File: config.mk
export PLATFORM = sky130hd
export DESIGN_NAME = stpls_top
export DESIGN_NICKNAME = d
export VERILOG_FILES = /design/src/verilog/stpls_pkg.sv /design/src/verilog/stpls_top.sv
export VERILOG_INCLUDE_DIRS = /design/src /design/src/verilog
export SDC_FILE = /design/constraint.sdc
export NUM_CORES = 1
export LEC_CHECK = 0
export BUFFER_PORTS_ARGS = -buffer_cell sky130_fd_sc_hd__buf_2
export CORE_MARGIN = 8
export CORE_UTILIZATION = 59
export CTS_BUF_LIST = sky130_fd_sc_hd__clkbuf_2 sky130_fd_sc_hd__clkbuf_4 sky130_fd_sc_hd__clkbuf_8
export DETAILED_ROUTE_END_ITERATION = 16
export GPL_TIMING_DRIVEN = 0
export PLACE_DENSITY_LB_ADDON = 0.1
export SLEW_MARGIN = 20
export SYNTH_ARGS = -nofsm -noshare
export SYNTH_HDL_FRONTEND = slang
export SYNTH_SLANG_ARGS = --single-unit
File: constraint.sdc
create_clock -name sys_clk -period 42.4 [get_ports sys_clk]
set_input_delay 6.36 -clock sys_clk [delete_from_list [all_inputs] [get_ports sys_clk]]
set_output_delay 6.36 -clock sys_clk [all_outputs]
set_load 0.05 [all_outputs]
File: src/verilog/stpls_params.svh
`ifndef STPLS_PARAMS_SVH
`define STPLS_PARAMS_SVH

// register byte addresses
`define STP_CTRL_ADDR     8'h00
`define STP_STAT_ADDR     8'h04

// control word fields
`define STP_LINK_EN_BIT   0
`define STP_DUAL_BIT      1
`define STP_ALT_BIT       2
`define STP_FEC_BIT       3
`define STP_ENC8B_BIT     4
`define STP_LMODE_LSB     8
`define STP_TP_LSB        16
`define STP_CTRL_RESET    32'h0000_0f00
`define STP_CTRL_WMASK    32'h000f_0f1f
`define STP_TP_MASK       32'h000f_0000

// status word fields
`define STP_ST_PD_BIT     0
`define STP_ST_RAMP_BIT   1
`define STP_ST_ALT_BIT    2
`define STP_ST_LANE_LSB   8

// link modes handled here
`define STP_LMODE_0       4'h0
`define STP_LMODE_15      4'hf

// frame shape, counted in nibbles (last index)
`define STP_LAST_NIB_M15  4'd5
`define STP_LAST_NIB_M0   4'd15
`define STP_TAIL_NIB      4'h0
`define STP_PAD_BITS      3'b000
`define STP_CLK_HI_NIB    4'hf
`define STP_CLK_LO_NIB    4'h0

// prbs taps, as delays of earlier bits
`define STP_P7_TA         6
`define STP_P7_TB         7
`define STP_P9_TA         5
`define STP_P9_TB         9
`define STP_P15_TA        14
`define STP_P15_TB        15
`define STP_P23_TA        18
`define STP_P23_TB        23
`define STP_P31_TA        28
`define STP_P31_TB        31

// axi responses
`define STP_RESP_OKAY     2'b00
`define STP_RESP_SLVERR   2'b10

`endif

File: src/verilog/stpls_pkg.sv
package stpls_pkg;

  typedef enum logic [3:0] {
    STP_NORMAL,
    STP_PRBS7,
    STP_PRBS9,
    STP_PRBS15,
    STP_PRBS23,
    STP_PRBS31,
    STP_CLOCK,
    STP_RAMP,
    STP_SHORT_TP
  } stpls_test_t;

endpackage : stpls_pkg

File: src/verilog/stpls_top.sv
// Behaviour
// - mode 15: 9-bit samples plus 000 pad; lane k carries k and k+4
// - sync header error check is CRC-12 only; no 3-bit CRC option
// - sync header may instead carry forward error correction
// - redundant lanes allowed only when link mode uses four lanes or fewer
// - alternate select clear routes to D3-D0, set routes to D7-D4
// - only one lane group driven at a time, other group idle, except in eight-lane mode 15 where both groups drive
// - power-down pin high disables every serial output driver
// - power-down keeps all register settings
// - powered lanes follow link mode whatever test pattern runs
// - prbs modes bypass transport and link layers
// - each lane starts its prbs from its own phase
// - prbs7/9/15 use taps 6^7, 5^9, 14^15
// - prbs23 uses taps 18^23, prbs31 uses 28^31
// - clock pattern: eight ones then eight zeros, link layers bypassed
// - ramp: link layer normal, transport off, formatter ignored
// - ramp starts after ila (8b/10b) or serializer init (64b/66b)
// - ramp: every lane same octet stream 00..ff wrapping
// - short transport pattern repeats identically every frame
// - no long transport test mode
// - mode 0 short pattern: five words per lane plus tail nibble
//
// Implementation choices: the register offsets and the AXI4-Lite interface to the registers.
`timescale 1ns/1ps
`default_nettype none
`include "stpls_params.svh"

module stpls_top (
  input  wire logic        sys_clk,
  input  wire logic        resetn,
  input  wire logic        clk_en,
  input  wire logic [7:0]  s_axi_awaddr,
  input  wire logic        s_axi_awvalid,
  output logic             s_axi_awready,
  input  wire logic [31:0] s_axi_wdata,
  input  wire logic [3:0]  s_axi_wstrb,
  input  wire logic        s_axi_wvalid,
  output logic             s_axi_wready,
  output logic [1:0]       s_axi_bresp,
  output logic             s_axi_bvalid,
  input  wire logic        s_axi_bready,
  input  wire logic [7:0]  s_axi_araddr,
  input  wire logic        s_axi_arvalid,
  output logic             s_axi_arready,
  output logic [31:0]      s_axi_rdata,
  output logic [1:0]       s_axi_rresp,
  output logic             s_axi_rvalid,
  input  wire logic        s_axi_rready,
  input  wire logic        power_down_pin,
  input  wire logic        serdes_init_done,
  input  wire logic        ila_done,
  input  wire logic [71:0] sample_a,
  input  wire logic [71:0] sample_b,
  output logic             sample_take,
  output logic [31:0]      lane_nibble,
  output logic [7:0]       lane_drv_en,
  output logic             link_bypass,
  output logic             transport_active,
  output logic             link_enc_8b10b,
  output logic             sh_use_crc12,
  output logic             sh_use_fec
);

  // ==========================================================
  // reset release
  logic rst_meta;
  logic arst_n;

  always_ff @(posedge sys_clk or negedge resetn) begin
    if (!resetn) begin
      rst_meta <= 1'b0;
      arst_n   <= 1'b0;
    end else begin
      rst_meta <= 1'b1;
      arst_n   <= rst_meta;
    end
  end

  // ==========================================================
  // axi4-lite slave
  logic [31:0] ctrl;
  logic        aw_full;
  logic        w_full;
  logic [7:0]  aw_addr;
  logic [31:0] w_data;
  logic [3:0]  w_strb;
  logic        ramp_run;

  wire        do_write = clk_en && aw_full && w_full && !s_axi_bvalid;
  wire        wr_ctrl  = aw_addr == `STP_CTRL_ADDR;
  wire        link_en  = ctrl[`STP_LINK_EN_BIT];
  wire [31:0] byte_msk = {{8{w_strb[3]}}, {8{w_strb[2]}}, {8{w_strb[1]}}, {8{w_strb[0]}}};
  // a running link keeps its pattern select; the write lands on the other fields
  wire [31:0] wr_msk   = byte_msk & `STP_CTRL_WMASK & (link_en ? ~`STP_TP_MASK : 32'hffff_ffff);
  wire [31:0] next_ctrl = (ctrl & ~wr_msk) | (w_data & wr_msk);

  // a frozen slave shows no ready, or the master would see a handshake that never lands
  assign s_axi_awready = clk_en && !aw_full && !s_axi_bvalid;
  assign s_axi_wready  = clk_en && !w_full && !s_axi_bvalid;
  assign s_axi_arready = clk_en && !s_axi_rvalid;

  always_ff @(posedge sys_clk or negedge arst_n) begin
    if (!arst_n) begin
      aw_full <= 1'b0;
      w_full  <= 1'b0;
      aw_addr <= 8'h00;
      w_data  <= 32'h0000_0000;
      w_strb  <= 4'h0;
    end else if (clk_en) begin
      if (s_axi_awvalid && s_axi_awready) begin
        aw_full <= 1'b1;
        aw_addr <= s_axi_awaddr;
      end else if (do_write) begin
        aw_full <= 1'b0;
      end
      if (s_axi_wvalid && s_axi_wready) begin
        w_full <= 1'b1;
        w_data <= s_axi_wdata;
        w_strb <= s_axi_wstrb;
      end else if (do_write) begin
        w_full <= 1'b0;
      end
    end
  end

  // settings live only under resetn; the power-down pin never touches them
  always_ff @(posedge sys_clk or negedge arst_n) begin
    if (!arst_n) begin
      ctrl         <= `STP_CTRL_RESET;
      s_axi_bvalid <= 1'b0;
      s_axi_bresp  <= `STP_RESP_OKAY;
    end else if (clk_en) begin
      if (do_write) begin
        s_axi_bvalid <= 1'b1;
        s_axi_bresp  <= wr_ctrl ? `STP_RESP_OKAY : `STP_RESP_SLVERR;
        if (wr_ctrl) begin
          ctrl <= next_ctrl;
        end
      end else if (s_axi_bready) begin
        s_axi_bvalid <= 1'b0;
      end
    end
  end

  // ==========================================================
  // link configuration decode
  wire                  dual    = ctrl[`STP_DUAL_BIT];
  wire [3:0]            lmode   = ctrl[`STP_LMODE_LSB +: 4];
  wire                  mode15  = lmode == `STP_LMODE_15;
  wire stpls_pkg::stpls_test_t tsel = stpls_pkg::stpls_test_t'(ctrl[`STP_TP_LSB +: 4]);
  // lane count depends only on the link mode and part width, never on the test mode
  wire [7:0] lane_on  = mode15 ? (dual ? 8'hff : 8'h0f) : (dual ? 8'h0f : 8'h03);
  wire       alt_eff  = ctrl[`STP_ALT_BIT] && (lane_on[7:4] == 4'h0);
  wire [7:0] phys_on  = alt_eff ? {lane_on[3:0], 4'h0} : lane_on;
  wire       is_prbs  = tsel inside {stpls_pkg::STP_PRBS7, stpls_pkg::STP_PRBS9, stpls_pkg::STP_PRBS15,
                                     stpls_pkg::STP_PRBS23, stpls_pkg::STP_PRBS31};
  wire       is_clock = tsel == stpls_pkg::STP_CLOCK;
  wire       is_ramp  = tsel == stpls_pkg::STP_RAMP;
  wire       is_short = tsel == stpls_pkg::STP_SHORT_TP;
  wire       is_norm  = tsel == stpls_pkg::STP_NORMAL;

  assign lane_drv_en      = power_down_pin ? 8'h00 : phys_on;
  assign link_bypass      = is_prbs || is_clock;
  assign transport_active = !link_bypass && !is_ramp;
  assign link_enc_8b10b   = ctrl[`STP_ENC8B_BIT];
  assign sh_use_fec       = ctrl[`STP_FEC_BIT];
  assign sh_use_crc12     = !ctrl[`STP_FEC_BIT];

  // ==========================================================
  // register reads
  wire [31:0] status = {8'h00, 8'h00, phys_on, 5'h00, alt_eff, ramp_run, power_down_pin};
  wire        rd_ok  = (s_axi_araddr == `STP_CTRL_ADDR) || (s_axi_araddr == `STP_STAT_ADDR);
  wire [31:0] rd_val = (s_axi_araddr == `STP_CTRL_ADDR) ? ctrl :
                       (s_axi_araddr == `STP_STAT_ADDR) ? status : 32'h0000_0000;

  always_ff @(posedge sys_clk or negedge arst_n) begin
    if (!arst_n) begin
      s_axi_rvalid <= 1'b0;
      s_axi_rdata  <= 32'h0000_0000;
      s_axi_rresp  <= `STP_RESP_OKAY;
    end else if (clk_en) begin
      if (s_axi_arvalid && s_axi_arready) begin
        s_axi_rvalid <= 1'b1;
        s_axi_rdata  <= rd_val;
        s_axi_rresp  <= rd_ok ? `STP_RESP_OKAY : `STP_RESP_SLVERR;
      end else if (s_axi_rready) begin
        s_axi_rvalid <= 1'b0;
      end
    end
  end

  // ==========================================================
  // frame position counters
  logic [3:0] nib_idx;
  logic [1:0] sub_idx;
  logic [2:0] word_idx;
  logic [1:0] clk_ph;
  logic [7:0] ramp_oct;
  logic       ramp_hi;
  logic [71:0] hold_a;
  logic [71:0] hold_b;

  wire frame_last = nib_idx == (mode15 ? `STP_LAST_NIB_M15 : `STP_LAST_NIB_M0);
  wire in_tail    = !mode15 && (nib_idx == `STP_LAST_NIB_M0);
  // in normal mode a fresh frame of samples is taken at each frame boundary, and kept fresh while idle
  assign sample_take = clk_en && is_norm && (frame_last || !link_en);

  always_ff @(posedge sys_clk or negedge arst_n) begin
    if (!arst_n) begin
      nib_idx  <= 4'h0;
      sub_idx  <= 2'd0;
      word_idx <= 3'd0;
    end else if (clk_en) begin
      if (!link_en || frame_last) begin
        nib_idx  <= 4'h0;
        sub_idx  <= 2'd0;
        word_idx <= 3'd0;
      end else begin
        nib_idx  <= nib_idx + 4'h1;
        sub_idx  <= (sub_idx == 2'd2) ? 2'd0 : sub_idx + 2'd1;
        word_idx <= (sub_idx == 2'd2) ? word_idx + 3'd1 : word_idx;
      end
    end
  end

  always_ff @(posedge sys_clk or negedge arst_n) begin
    if (!arst_n) begin
      hold_a <= 72'h0;
      hold_b <= 72'h0;
    end else if (sample_take) begin
      hold_a <= sample_a;
      hold_b <= sample_b;
    end
  end

  // ==========================================================
  // clock pattern and ramp sources
  wire ramp_go = is_ramp && link_en && (link_enc_8b10b ? ila_done : serdes_init_done);

  always_ff @(posedge sys_clk or negedge arst_n) begin
    if (!arst_n) begin
      clk_ph   <= 2'd0;
      ramp_run <= 1'b0;
      ramp_oct <= 8'h00;
      ramp_hi  <= 1'b0;
    end else if (clk_en) begin
      clk_ph <= (is_clock && link_en) ? clk_ph + 2'd1 : 2'd0;
      if (!is_ramp || !link_en) begin
        ramp_run <= 1'b0;
      end else if (ramp_go) begin
        ramp_run <= 1'b1;
      end
      if (!ramp_run) begin
        ramp_oct <= 8'h00;
        ramp_hi  <= 1'b0;
      end else begin
        ramp_hi  <= !ramp_hi;
        ramp_oct <= ramp_hi ? ramp_oct + 8'h01 : ramp_oct;
      end
    end
  end

  wire [3:0] clk_nib  = clk_ph[1] ? `STP_CLK_LO_NIB : `STP_CLK_HI_NIB;
  wire [3:0] ramp_nib = ramp_hi ? ramp_oct[3:0] : ramp_oct[7:4];

  // ==========================================================
  // per-lane data
  // four bits of the sequence per clock; the oldest bit leaves on nibble bit 3
  function automatic logic [30:0] prbs_step(input logic [30:0] s, input stpls_pkg::stpls_test_t m);
    logic [30:0] q;
    logic        nb;
    q  = s;
    nb = 1'b0;
    for (int i = 0; i < 4; i++) begin
      unique case (m)
        stpls_pkg::STP_PRBS7:  nb = q[`STP_P7_TA - 1] ^ q[`STP_P7_TB - 1];
        stpls_pkg::STP_PRBS9:  nb = q[`STP_P9_TA - 1] ^ q[`STP_P9_TB - 1];
        stpls_pkg::STP_PRBS15: nb = q[`STP_P15_TA - 1] ^ q[`STP_P15_TB - 1];
        stpls_pkg::STP_PRBS23: nb = q[`STP_P23_TA - 1] ^ q[`STP_P23_TB - 1];
        default:               nb = q[`STP_P31_TA - 1] ^ q[`STP_P31_TB - 1];
      endcase
      q = {q[29:0], nb};
    end
    return q;
  endfunction : prbs_step

  logic [7:0][3:0] log_nib;
  logic [7:0][3:0] phys_nib;
  logic [30:0]     prbs_q [8];

  for (genvar l = 0; l < 8; l++) begin : g_lane
    logic [8:0]  smp0;
    logic [8:0]  smp1;
    if (l < 4) begin : g_a
      assign smp0 = hold_a[9*l +: 9];
      assign smp1 = hold_a[9*(l+4) +: 9];
    end else begin : g_b
      assign smp0 = hold_b[9*(l-4) +: 9];
      assign smp1 = hold_b[9*l +: 9];
    end
    wire [11:0] dword  = (word_idx == 3'd0) ? {smp0, `STP_PAD_BITS} : {smp1, `STP_PAD_BITS};
    // fixed words, identical in every frame
    wire [11:0] stword = {4'hf - 4'(l), 4'(l), 4'(word_idx) + 4'h1};
    wire [11:0] word   = is_short ? stword : dword;
    wire [3:0]  wnib   = (sub_idx == 2'd0) ? word[11:8] : (sub_idx == 2'd1) ? word[7:4] : word[3:0];
    wire [3:0]  fnib   = in_tail ? `STP_TAIL_NIB : wnib;

    // distinct nonzero seed per lane gives each lane its own phase
    always_ff @(posedge sys_clk or negedge arst_n) begin
      if (!arst_n) begin
        prbs_q[l] <= 31'(l + 1);
      end else if (clk_en) begin
        prbs_q[l] <= (is_prbs && link_en) ? prbs_step(prbs_q[l], tsel) : 31'(l + 1);
      end
    end

    assign log_nib[l] = is_prbs  ? prbs_q[l][3:0] :
                        is_clock ? clk_nib :
                        is_ramp  ? (ramp_run ? ramp_nib : 4'h0) :
                        (mode15 || is_short) ? fnib : 4'h0;
    if (l < 4) begin : g_lo
      assign phys_nib[l] = alt_eff ? 4'h0 : log_nib[l];
    end else begin : g_hi
      assign phys_nib[l] = alt_eff ? log_nib[l-4] : log_nib[l];
    end
  end

  wire [31:0] next_lane = phys_nib & {{4{phys_on[7]}}, {4{phys_on[6]}}, {4{phys_on[5]}}, {4{phys_on[4]}},
                                      {4{phys_on[3]}}, {4{phys_on[2]}}, {4{phys_on[1]}}, {4{phys_on[0]}}};

  always_ff @(posedge sys_clk or negedge arst_n) begin
    if (!arst_n) begin
      lane_nibble <= 32'h0000_0000;
    end else if (clk_en) begin
      lane_nibble <= link_en ? next_lane : 32'h0000_0000;
    end
  end
endmodule : stpls_top
`default_nettype wire

==> metrics.yaml, run 1 <==
netlist_area_um2: 23260
grt-ovfl-total: 0
maxSlewHeadroom_pct: 42.51
vias: 18330
wl_per_cell_um: 24.58
routed_via_density: 6.287
swShare_pct: 31.45
crit_family: "buffers and inverters"
num_rows: 72
yosysSeqAreaShare_pct: 54.42
synth.largest_area_cell: "dfrtp_1"
crit_start: "clk_en"
worstPathRequired_ns: 36.04
async_flop_share_pct: 100.0
setup_violations: 0
first_global_vias: 18980
finalCritPeriodShare_pct: 34.84
worst_slack_ns: 27.63
power_frac_comb_pct: 24.3
drive_gt1_share_pct: 30.56
yosysTopAreaCellShare_pct: 52.50
synth.distinct_cells: 78
post_cts_buffers: 0
drt_iter0_drc: 1970
leakagePower_nw: 12.53
drt-pass1-iter-count: 8
clock-sinks: 505
die_w_um: 214.6
cts_tree: "done"
syn_inst: 1970
syn_area_per_cell_um2: 11.81
routed.top_layer: "met5"
coreArea_um2: 38830
post-route-min-period_ns: 14.77
die_area_um2: 46030
drc: 0
irDropWorstVdd_v: 0.00005125
grt_use_total_pct: 30.61
p_int_mw: 0.9675
final_max_slew_viol_count: 0
cp_num_buf_inv: 5
dr_wl_met2_mm: 33.56
yosysWarnings: 0
fin_nets: 2545
worstSetupPathDepth: 6
rsz0062_at_grt: "false"
crit_slowest_cell: "buf_1"
port_buffers: 254
arrival_ns: 8.41
ff2ff_setup_slack_ns: 39.35
p_sw_mw: 0.4439
crit_top_cell: "clkbuf_1"
root_buffer: "clkbuf_8"
insertion_delay_ns: 0.66
wl_met3_mm: 6.107
cts_resized: 0
hold_buffers: 0
final_antenna_net_count: 0
max_clock_freq_mhz: 67.70
hp-class: "flop to asynchronous set/reset pin"
die_height_um: 214.6
path_class: "primary input to output port"
outcome: "complete, no violations"
max-cap-violations: 0
grt_pass1_wl_mm: 110.9
ios: 294
p_per_area_nw_per_um2: 51.81
fin_tns_setup_ns: 0
power_mw: 1.411
clock_power_share_pct: 31.7
dp_slack_ns: 27.70
start_kind: "primary input"
r2r-start: "word_idx[0]"
synth_area_leaders: "dfrtp_1, mux2_2, a22o_1"
ys.flop_type: "dfrtp_1"
final.setup_skew_ns: 0.02688
htree_levels: 3
synth_edf_count: 0
grt_max_degree: 60
met1_length_mm: 28.38
reg2regPathDepth: 10
synthToLayoutAreaGrowth_pct: 17.12
n_fill_cell: 2905
routabilityCongestion: 0.9189
final_cell_mix: "dfrtp_1, buf_2, a22o_1"
timing.rr.end: "lane_nibble[19]"
ys_ff_latch: 505
antenna_found_initial: 2
final_common_cell: "dfrtp_1"
path_cells: "clkbuf_1, inv_2, clkbuf_1, buf_1, nor2_1, buf_2"
cp-end-kind: "output port"
path_clk_slew_ns: 0.05
initial_core_util_pct: 59.91
slowest_delay_ns: 0.62
clock_path_buffers: 3
path_max_fanout: 10
hold_viol_final: 0
worstMarginPinSlew_ns: 0.8624
cts_buffers: 83
totalWireLength_mm: 71.65
dpl.hpwl_mm: 52.05
seqPwrFrac_pct: 44.0
-- cell type report --
class | count | area, um2 | share of cell area [%]
Tap cell | 518 | 648.1 | 2.379
Timing Repair Buffer | 263 | 1511 | 5.548
Clock inverter | 4 | 25.02 | 0.09186
Clock buffer | 142 | 1729 | 6.347
Antenna cell | 2 | 5.005 | 0.01837
Multi-Input combinational cell | 1268 | 9641 | 35.39
Inverter | 20 | 75.07 | 0.2756
Buffer | 193 | 945.9 | 3.472
Sequential cell | 505 | 12660 | 46.48
-- worst max path at each step --
stage	end	slack, ns
2_1_floorplan	asynchronous set/reset pin	27.31
3_3_place_gp	prbs_q[111]	22.03
3_5_place_dp	s_axi_arready	27.70
4_1_cts	s_axi_arready	27.69
5_1_grt	s_axi_arready	27.60
6_report	s_axi_arready	27.63
-- layer usage --
layer | up-vias | track usage [%]
li1 | 7922 | -
met1 | 9244 | 39.92
met2 | 926 | 48.07
met3 | 232 | 6.982
met4 | 2 | 14.85
met5 | - | 0
-- state kept, by name (all words and copies together) (netlist names), 2 cells and up, named ones only --
signal       cells
prbs_q         248
w_strb           3
s_axi_rdata     15
aw_addr          8
word_idx         3
w_data          13
hold_a          72
hold_b          72
ramp_oct         8
clk_ph           2
sub_idx          2
lane_nibble     32
nib_idx          4
-- power by group through the flow --
stage / clock (mW) / combinational, mW / sequential, mW
final: 0.448 / 0.342 / 0.621
after global routing: 0.475 / 0.362 / 0.630
after CTS: 0.453 / 0.337 / 0.620
after detailed placement: 0 / 0.335 / 0.627
after global placement: 0 / 0.315 / 0.633
after floorplan: 0 / 0.229 / 0.620
-- metrics by stage --
step / std cells / utilization (%) / cell area, um2 / hold slack, ns
after detailed placement: 2767 / 65.63 / 25480 / 0.3099
final: 2915 / 70.16 / 27240 / 0.2994
after CTS: 2913 / 70.15 / 27240 / 0.3137
after global routing: 2914 / 70.16 / 27240 / 0.3488
after global placement: 2758 / 65.00 / 25240 / 0.3393
after floorplan: 1986 / - / 23320 / 0.3312
-- logic make-up (layout without fill, tap and decap cells) --
kind of cell / after synthesis / in the layout / share of synthesized area [%]
AO/OA/AOI/OAI: 563 / 563 / 18.46
XOR/XNOR: 163 / 163 / 6.138
adder cells (fa/ha/maj): 6 / 6 / 0.3012
buffers and inverters: 213 / 622 / 4.389
flip-flops: 505 / 505 / 54.42
multiplexers: 210 / 210 / 10.04
other: 2 / 20 / 0.03229
AND/OR/NAND/NOR: 308 / 308 / 6.218
-- cells in the mapped netlist, drive strengths merged, types with 32 or more instances --
| cell | n |
|---|---|
| o21ai | 53 |
| mux2 | 186 |
| buf | 116 |
| nor2 | 67 |
| a21oi | 57 |
| clkbuf | 77 |
| xnor2 | 133 |
| dfrtp | 488 |
| o22ai | 65 |
| nand2 | 152 |
| a22o | 228 |
| o2bb2ai | 32 |
No activity file was read; power rests on OpenSTA's default activity.
==> inputs of run 2 (changes only) <==
==> constraint.sdc (replaced) <==
create_clock -name sys_clk -period 14.9 [get_ports sys_clk]
set_input_delay 2.235 -clock sys_clk [delete_from_list [all_inputs] [get_ports sys_clk]]
set_output_delay 2.235 -clock sys_clk [all_outputs]
set_load 0.05 [all_outputs]
==> run 2 against run 1 <==
Against the previous run: first-iteration DRC count rose by 3.1%; register-to-register slack got worse by 27 ns; cell count rose by 0.34%; clock skew rose by 0.0048 ns; worst setup slack got worse by 19 ns; die area did not move; sequential share of layout area fell by 0.25 points; global-route usage fell by 0.13 points; non-clock buffer count rose by 1; clock-buffer cell count fell by 5; via count fell by 0.18%; largest power group unchanged; highest routed layer is now met4.
==> metrics.yaml, run 2 (same netlist as run 1, synthesis figures left out) <==
outcome: "complete, no violations"  # unchanged
dpl.hpwl_mm: 51.89  # was 52.05 mm
cp-end-kind: "output port"  # unchanged
setup_violations: 0  # unchanged
fin_nets: 2547  # was 2,545
reg2regPathDepth: 10  # unchanged
post-route-min-period_ns: 6.560
synthToLayoutAreaGrowth_pct: 17.76  # was 17.12%
antenna_found_initial: 2  # unchanged
coreArea_um2: 38830  # unchanged
drive_gt1_share_pct: 30.85  # was 30.56%
r2r-start: "word_idx[0]"  # unchanged
clock-sinks: 505  # unchanged
worstMarginPinSlew_ns: 0.8849  # was 0.8624 ns
grt_pass1_wl_mm: 110.3  # was 110.9 mm
maxSlewHeadroom_pct: 41.01  # was 42.51%
path_max_fanout: 10  # unchanged
worstPathRequired_ns: 12.66  # was 36.04 ns
grt_max_degree: 55  # was 60
grt_use_total_pct: 30.48  # was 30.61%
die_area_um2: 46030  # unchanged
rsz0062_at_grt: "false"  # unchanged
final_cell_mix: "dfrtp_1, buf_2, a22o_1"  # unchanged
final_area_um2: 27390  # was 27,240 um2
arrival_ns: 4.32  # was 8.41 ns
root_buffer: "clkbuf_8"  # unchanged
path_class: "primary input to output port"  # unchanged
final_common_cell: "dfrtp_1"  # unchanged
htree_levels: 3  # unchanged
routabilityCongestion: 0.9217  # was 0.9189
path_clk_slew_ns: 0.06  # was 0.05 ns
ff2ff_setup_slack_ns: 11.94  # was 39.35 ns
post_cts_buffers: 0  # unchanged
max-cap-violations: 0  # unchanged
hold_slack_ns: 0.3024  # was 0.2994 ns
irDropWorstVdd_v: 0.0001183  # was 0.00005125 V
dp_cells: 2768  # was 2,767
cts_resized: 0  # unchanged
fin_cells: 2925  # was 2,915
port_buffers: 254  # unchanged
clock_path_buffers: 3  # unchanged
hold_viol_final: 0  # unchanged
power_mw: 4.080  # was 1.411 mW
top_regs: "prbs_q x248, hold_a x72, hold_b x72"  # unchanged
wl_per_cell_um: 24.33  # was 24.58 um
p_per_area_nw_per_um2: 149.0  # was 51.81 nW/um2
totalWireLength_mm: 71.16  # was 71.65 mm
first_global_vias: 18860  # was 18,980
vias: 18290  # was 18,330
die_height_um: 214.6  # unchanged
leakagePower_nw: 12.61  # was 12.53 nW
insertion_delay_ns: 0.67  # was 0.66 ns
final_max_slew_viol_count: 0  # unchanged
grt-ovfl-total: 0  # unchanged
final.setup_skew_ns: 0.03169  # was 0.02688 ns
final_antenna_net_count: 0  # unchanged
drt-pass1-iter-count: 6  # was 8
max_clock_freq_mhz: 152.4
cts_tree: "done"  # unchanged
hp-class: "flop to asynchronous set/reset pin"  # unchanged
drc: 0  # unchanged
num_rows: 72  # unchanged
ios: 294  # unchanged
timing.rr.end: "lane_nibble[26]"  # was lane_nibble[19]
largest_reg_flops: 248  # unchanged
cts_buffers: 84  # was 83
dpl-instance-area_um2: 25500  # was 25,480 um2
crit_start: "clk_en"  # unchanged
start_kind: "primary input"  # unchanged
max_flop_register: "prbs_q"  # unchanged
finalCritPeriodShare_pct: 44.02
hold_buffers: 0  # unchanged
die_w_um: 214.6  # unchanged
routed_via_density: 6.254  # was 6.287
fin_tns_setup_ns: 0  # unchanged
drt_iter0_drc: 2031  # was 1,970
initial_core_util_pct: 59.91  # unchanged
==> run 2: cell count changes in the layout (fill, tap and decap cells not counted), sizes merged <==
| cell | before | now |
|---|---|---|
| clkinv | 3 | 13 |
| clkbuf | 219 | 214 |
| buf | 379 | 380 |
| inv | 19 | 21 |
| bufinv | 0 | 2 |
==> run 2: worst max-delay path by stage <==
| stage | slack [ns] | cells past startpoint | endpoint |
|---|---|---|---|
| finish | 8.34 | 6 | s_axi_arready |
| global route | 8.33 | 6 | s_axi_arready |
| CTS | 8.43 | 6 | s_axi_arready |
| detailed placement | 8.43 | 6 | s_axi_arready |
| global placement | 3.83 | 0 | prbs_q[115] |
| floorplan | 6.69 | 0 | asynchronous set/reset pin |
==> run 2: area by class of cell <==
class / count / area (um2)
Buffer: 193 / 945.9
Sequential cell: 505 / 12660
Clock inverter: 18 / 152.6
Inverter: 20 / 75.07
Clock buffer: 137 / 1729
Tap cell: 518 / 648.1
Antenna cell: 2 / 5.005
Timing Repair Buffer: 264 / 1531
Fill cell: 2878 / 11440
Multi-Input combinational cell: 1268 / 9641
==> run 2: metal layers <==
layer	GRT usage [%]	wire length, um	vias to the layer above	share of wire [%]
met5	0	0	-	0
met1	39.32	28510	9196	40
met3	7.828	6176	229	8.7
met4	16.54	3702	0	5.2
met2	46.89	32770	925	46
li1	-	-	7943	-
==> run 2: worst max-delay path, cell delays in order <==
cell	delay, ns
clkbuf_1	0.25
inv_2	0.33
clkbuf_1	0.54
buf_1	0.62
nor2_1	0.11
buf_2	0.24
==> run 2: through the flow <==
stage          utilization, %  worst slack [ns]
2_1_floorplan               -             6.693
3_3_place_gp            65.01             3.830
3_5_place_dp            65.68             8.434
4_1_cts                 70.53             8.428
5_1_grt                 70.54             8.335
6_report                70.54             8.340
==> run 2: power breakdown <==
part	internal (mW)	switching (mW)	leakage, nW
Sequential	1.62	0.147	6.59
Clock	0.770	0.575	1.00
Combinational	0.410	0.558	5.01
==> inputs of run 3 (changes only) <==
==> constraint.sdc (replaced) <==
create_clock -name sys_clk -period 6.6 [get_ports sys_clk]
set_input_delay 0.99 -clock sys_clk [delete_from_list [all_inputs] [get_ports sys_clk]]
set_output_delay 0.99 -clock sys_clk [all_outputs]
set_load 0.05 [all_outputs]
==> run 3 against run 2 <==
Against the previous run: first-iteration DRC count shrank 3.8%; register-to-register slack lost 8.4 ns; clock power grew 120%; hold slack lost 0.17 ns; global-route usage grew 0.28 points; critical path type is now flop to output port; critical endpoint is now sample_take; largest power group unchanged.
==> metrics.yaml, run 3 (same netlist as run 1, synthesis figures left out) <==
post_cts_buffers: 0  # unchanged
p_sw_mw: 2.893  # was 1.280 mW
post-route-min-period_ns: 4.047
final_max_slew_viol_count: 0  # unchanged
cts_tree: "done"  # unchanged
wl_per_cell_um: 24.65  # was 24.33 um
path_max_fanout: 10  # unchanged
final_area_um2: 27270  # was 27,390 um2
synthToLayoutAreaGrowth_pct: 17.24  # was 17.76%
port_buffers: 254  # unchanged
fin_nets: 2547  # unchanged
final_common_cell: "dfrtp_1"  # unchanged
irDropWorstVdd_v: 0.0002700  # was 0.0001183 V
num_rows: 72  # unchanged
drc: 0  # unchanged
vias: 18220  # was 18,290
cts_buffers: 84  # unchanged
clock_power_share_pct: 32.0  # was 33.0%
maxSlewHeadroom_pct: 43.58  # was 41.01%
clock-sinks: 505  # unchanged
die_w_um: 214.6  # unchanged
die_area_um2: 46030  # unchanged
reg2regPathDepth: 10  # unchanged
finalCritPeriodShare_pct: 61.32
grt_pass1_wl_mm: 111.6  # was 110.3 mm
n_antenna_cell: 0  # was 2
max_flop_register: "prbs_q"  # unchanged
final_cell_mix: "dfrtp_1, buf_2, a22o_1"  # unchanged
final.setup_skew_ns: 0.02724  # was 0.03169 ns
start_kind: "flop"  # was primary input
cp-end-kind: "output port"  # unchanged
initial_core_util_pct: 59.91  # unchanged
max_clock_freq_mhz: 247.1
worstMarginPinSlew_ns: 0.8463  # was 0.8849 ns
coreArea_um2: 38830  # unchanged
clock_path_buffers: 3  # unchanged
die_height_um: 214.6  # unchanged
seqPwrFrac_pct: 43.8  # was 43.3%
top_regs: "prbs_q x248, hold_a x72, hold_b x72"  # unchanged
first_global_vias: 18980  # was 18,860
grt_max_degree: 59  # was 55
leakagePower_nw: 12.55  # was 12.61 nW
dpl-instance-area_um2: 25490  # was 25,500 um2
root_buffer: "clkbuf_8"  # unchanged
outcome: "complete, no violations"  # unchanged
drt_iter0_drc: 1954  # was 2,031
final_antenna_net_count: 0  # unchanged
path_clk_slew_ns: 0.05  # was 0.06 ns
hold_buffers: 0  # unchanged
setup_violations: 0  # unchanged
htree_levels: 3  # unchanged
totalWireLength_mm: 72.02  # was 71.16 mm
arrival_ns: 3.06  # was 4.32 ns
dpl.hpwl_mm: 52.48  # was 51.89 mm
drive_gt1_share_pct: 30.79  # was 30.85%
p_per_area_nw_per_um2: 333.9  # was 149.0 nW/um2
rsz0062_at_grt: "false"  # unchanged
hp-class: "primary input to asynchronous set/reset pin"  # was flop to asynchronous set/reset pin
insertion_delay_ns: 0.66  # was 0.67 ns
ios: 294  # unchanged
max-cap-violations: 0  # unchanged
routed_via_density: 6.238  # was 6.254
worstPathRequired_ns: 5.61  # was 12.66 ns
drt-pass1-iter-count: 5  # was 6
routabilityCongestion: 0.9319  # was 0.9217
final_util_pct: 70.23  # was 70.54%
path_class: "flop to output port"  # was primary input to output port
largest_reg_flops: 248  # unchanged
hold_viol_final: 0  # unchanged
grt-ovfl-total: 0  # unchanged
swShare_pct: 31.78  # was 31.37%
cts_resized: 0  # unchanged
p_int_mw: 6.211  # was 2.800 mW
power_frac_comb_pct: 24.2  # was 23.7%
grt_use_total_pct: 30.76  # was 30.48%
antenna_found_initial: 1  # was 2
## run 3: changes by cell type in the layout (fill, tap and decap cells not counted), sizes merged
cell and delta:
diode -2, clkbuf +4, clkinv -4, bufinv -2
## run 3: power groups by stage
stage	Combinational, mW	Clock (mW)	Sequential (mW)
floorplan	1.47	0	3.98
global placement	2.03	0	4.05
detailed placement	2.16	0	4.03
CTS	2.17	2.94	3.98
global route	2.33	3.08	4.05
finish	2.20	2.92	3.99
## run 3: final timing paths
| path | from | to | slack [ns] |
|---|---|---|---|
| hold reg to reg | arst_n | aw_addr[0] | 0.35 |
| hold / removal | resetn | arst_n | 0.13 |
| setup / recovery | flop | sample_take | 2.55 |
| min in group sys_clk | rst_meta | arst_n | 0.35 |
| max in group asynchronous | arst_n | hold_b[7] | 4.74 |
| setup reg to reg | word_idx[0] | lane_nibble[26] | 3.56 |
## run 3: critical path: stages, from the launching register on
cell     delay, ns
dfstp_2       0.54
and4_1        0.32
mux2i_1       0.13
o21ai_2       0.26
and4b_1       0.23
buf_4         0.18
buf_4         0.23
buf_4         0.22
buf_2         0.29
## run 3: layout make-up
cell class | count | area (um2)
plain buffers | 193 | 945.9
clock buffers | 141 | 1709
clock inverters | 12 | 72.57
fillers | 2929 | 11560
inverters | 20 | 75.07
multi-input cells | 1268 | 9641
flip-flops and latches | 505 | 12660
well taps | 518 | 648.1
repair buffers | 264 | 1516
## run 3: per-stage QoR
stage          power [mW]  setup WS (ns)  std cells  hold WS [ns]  TNS (ns)
2_1_floorplan       5.445          1.688       1986        0.3312         0
3_3_place_gp        6.081       -0.02385       2758        0.3417    -2.092
3_5_place_dp        6.185          2.647       2768        0.3418         0
4_1_cts             9.083          2.532       2921       0.09747         0
5_1_grt             9.456          2.417       2921        0.1012         0
6_report            9.105          2.553       2921        0.1282         0
## run 3: metal layers
layer	global-route usage, %	up-vias	share of wire, %	wire [um]
li1	-	7922	-	-
met1	40.26	9101	40	29030
met2	47.59	941	46	33120
met3	7.546	257	8.5	6090
met4	15.24	0	5.2	3770
met5	0	-	0	0
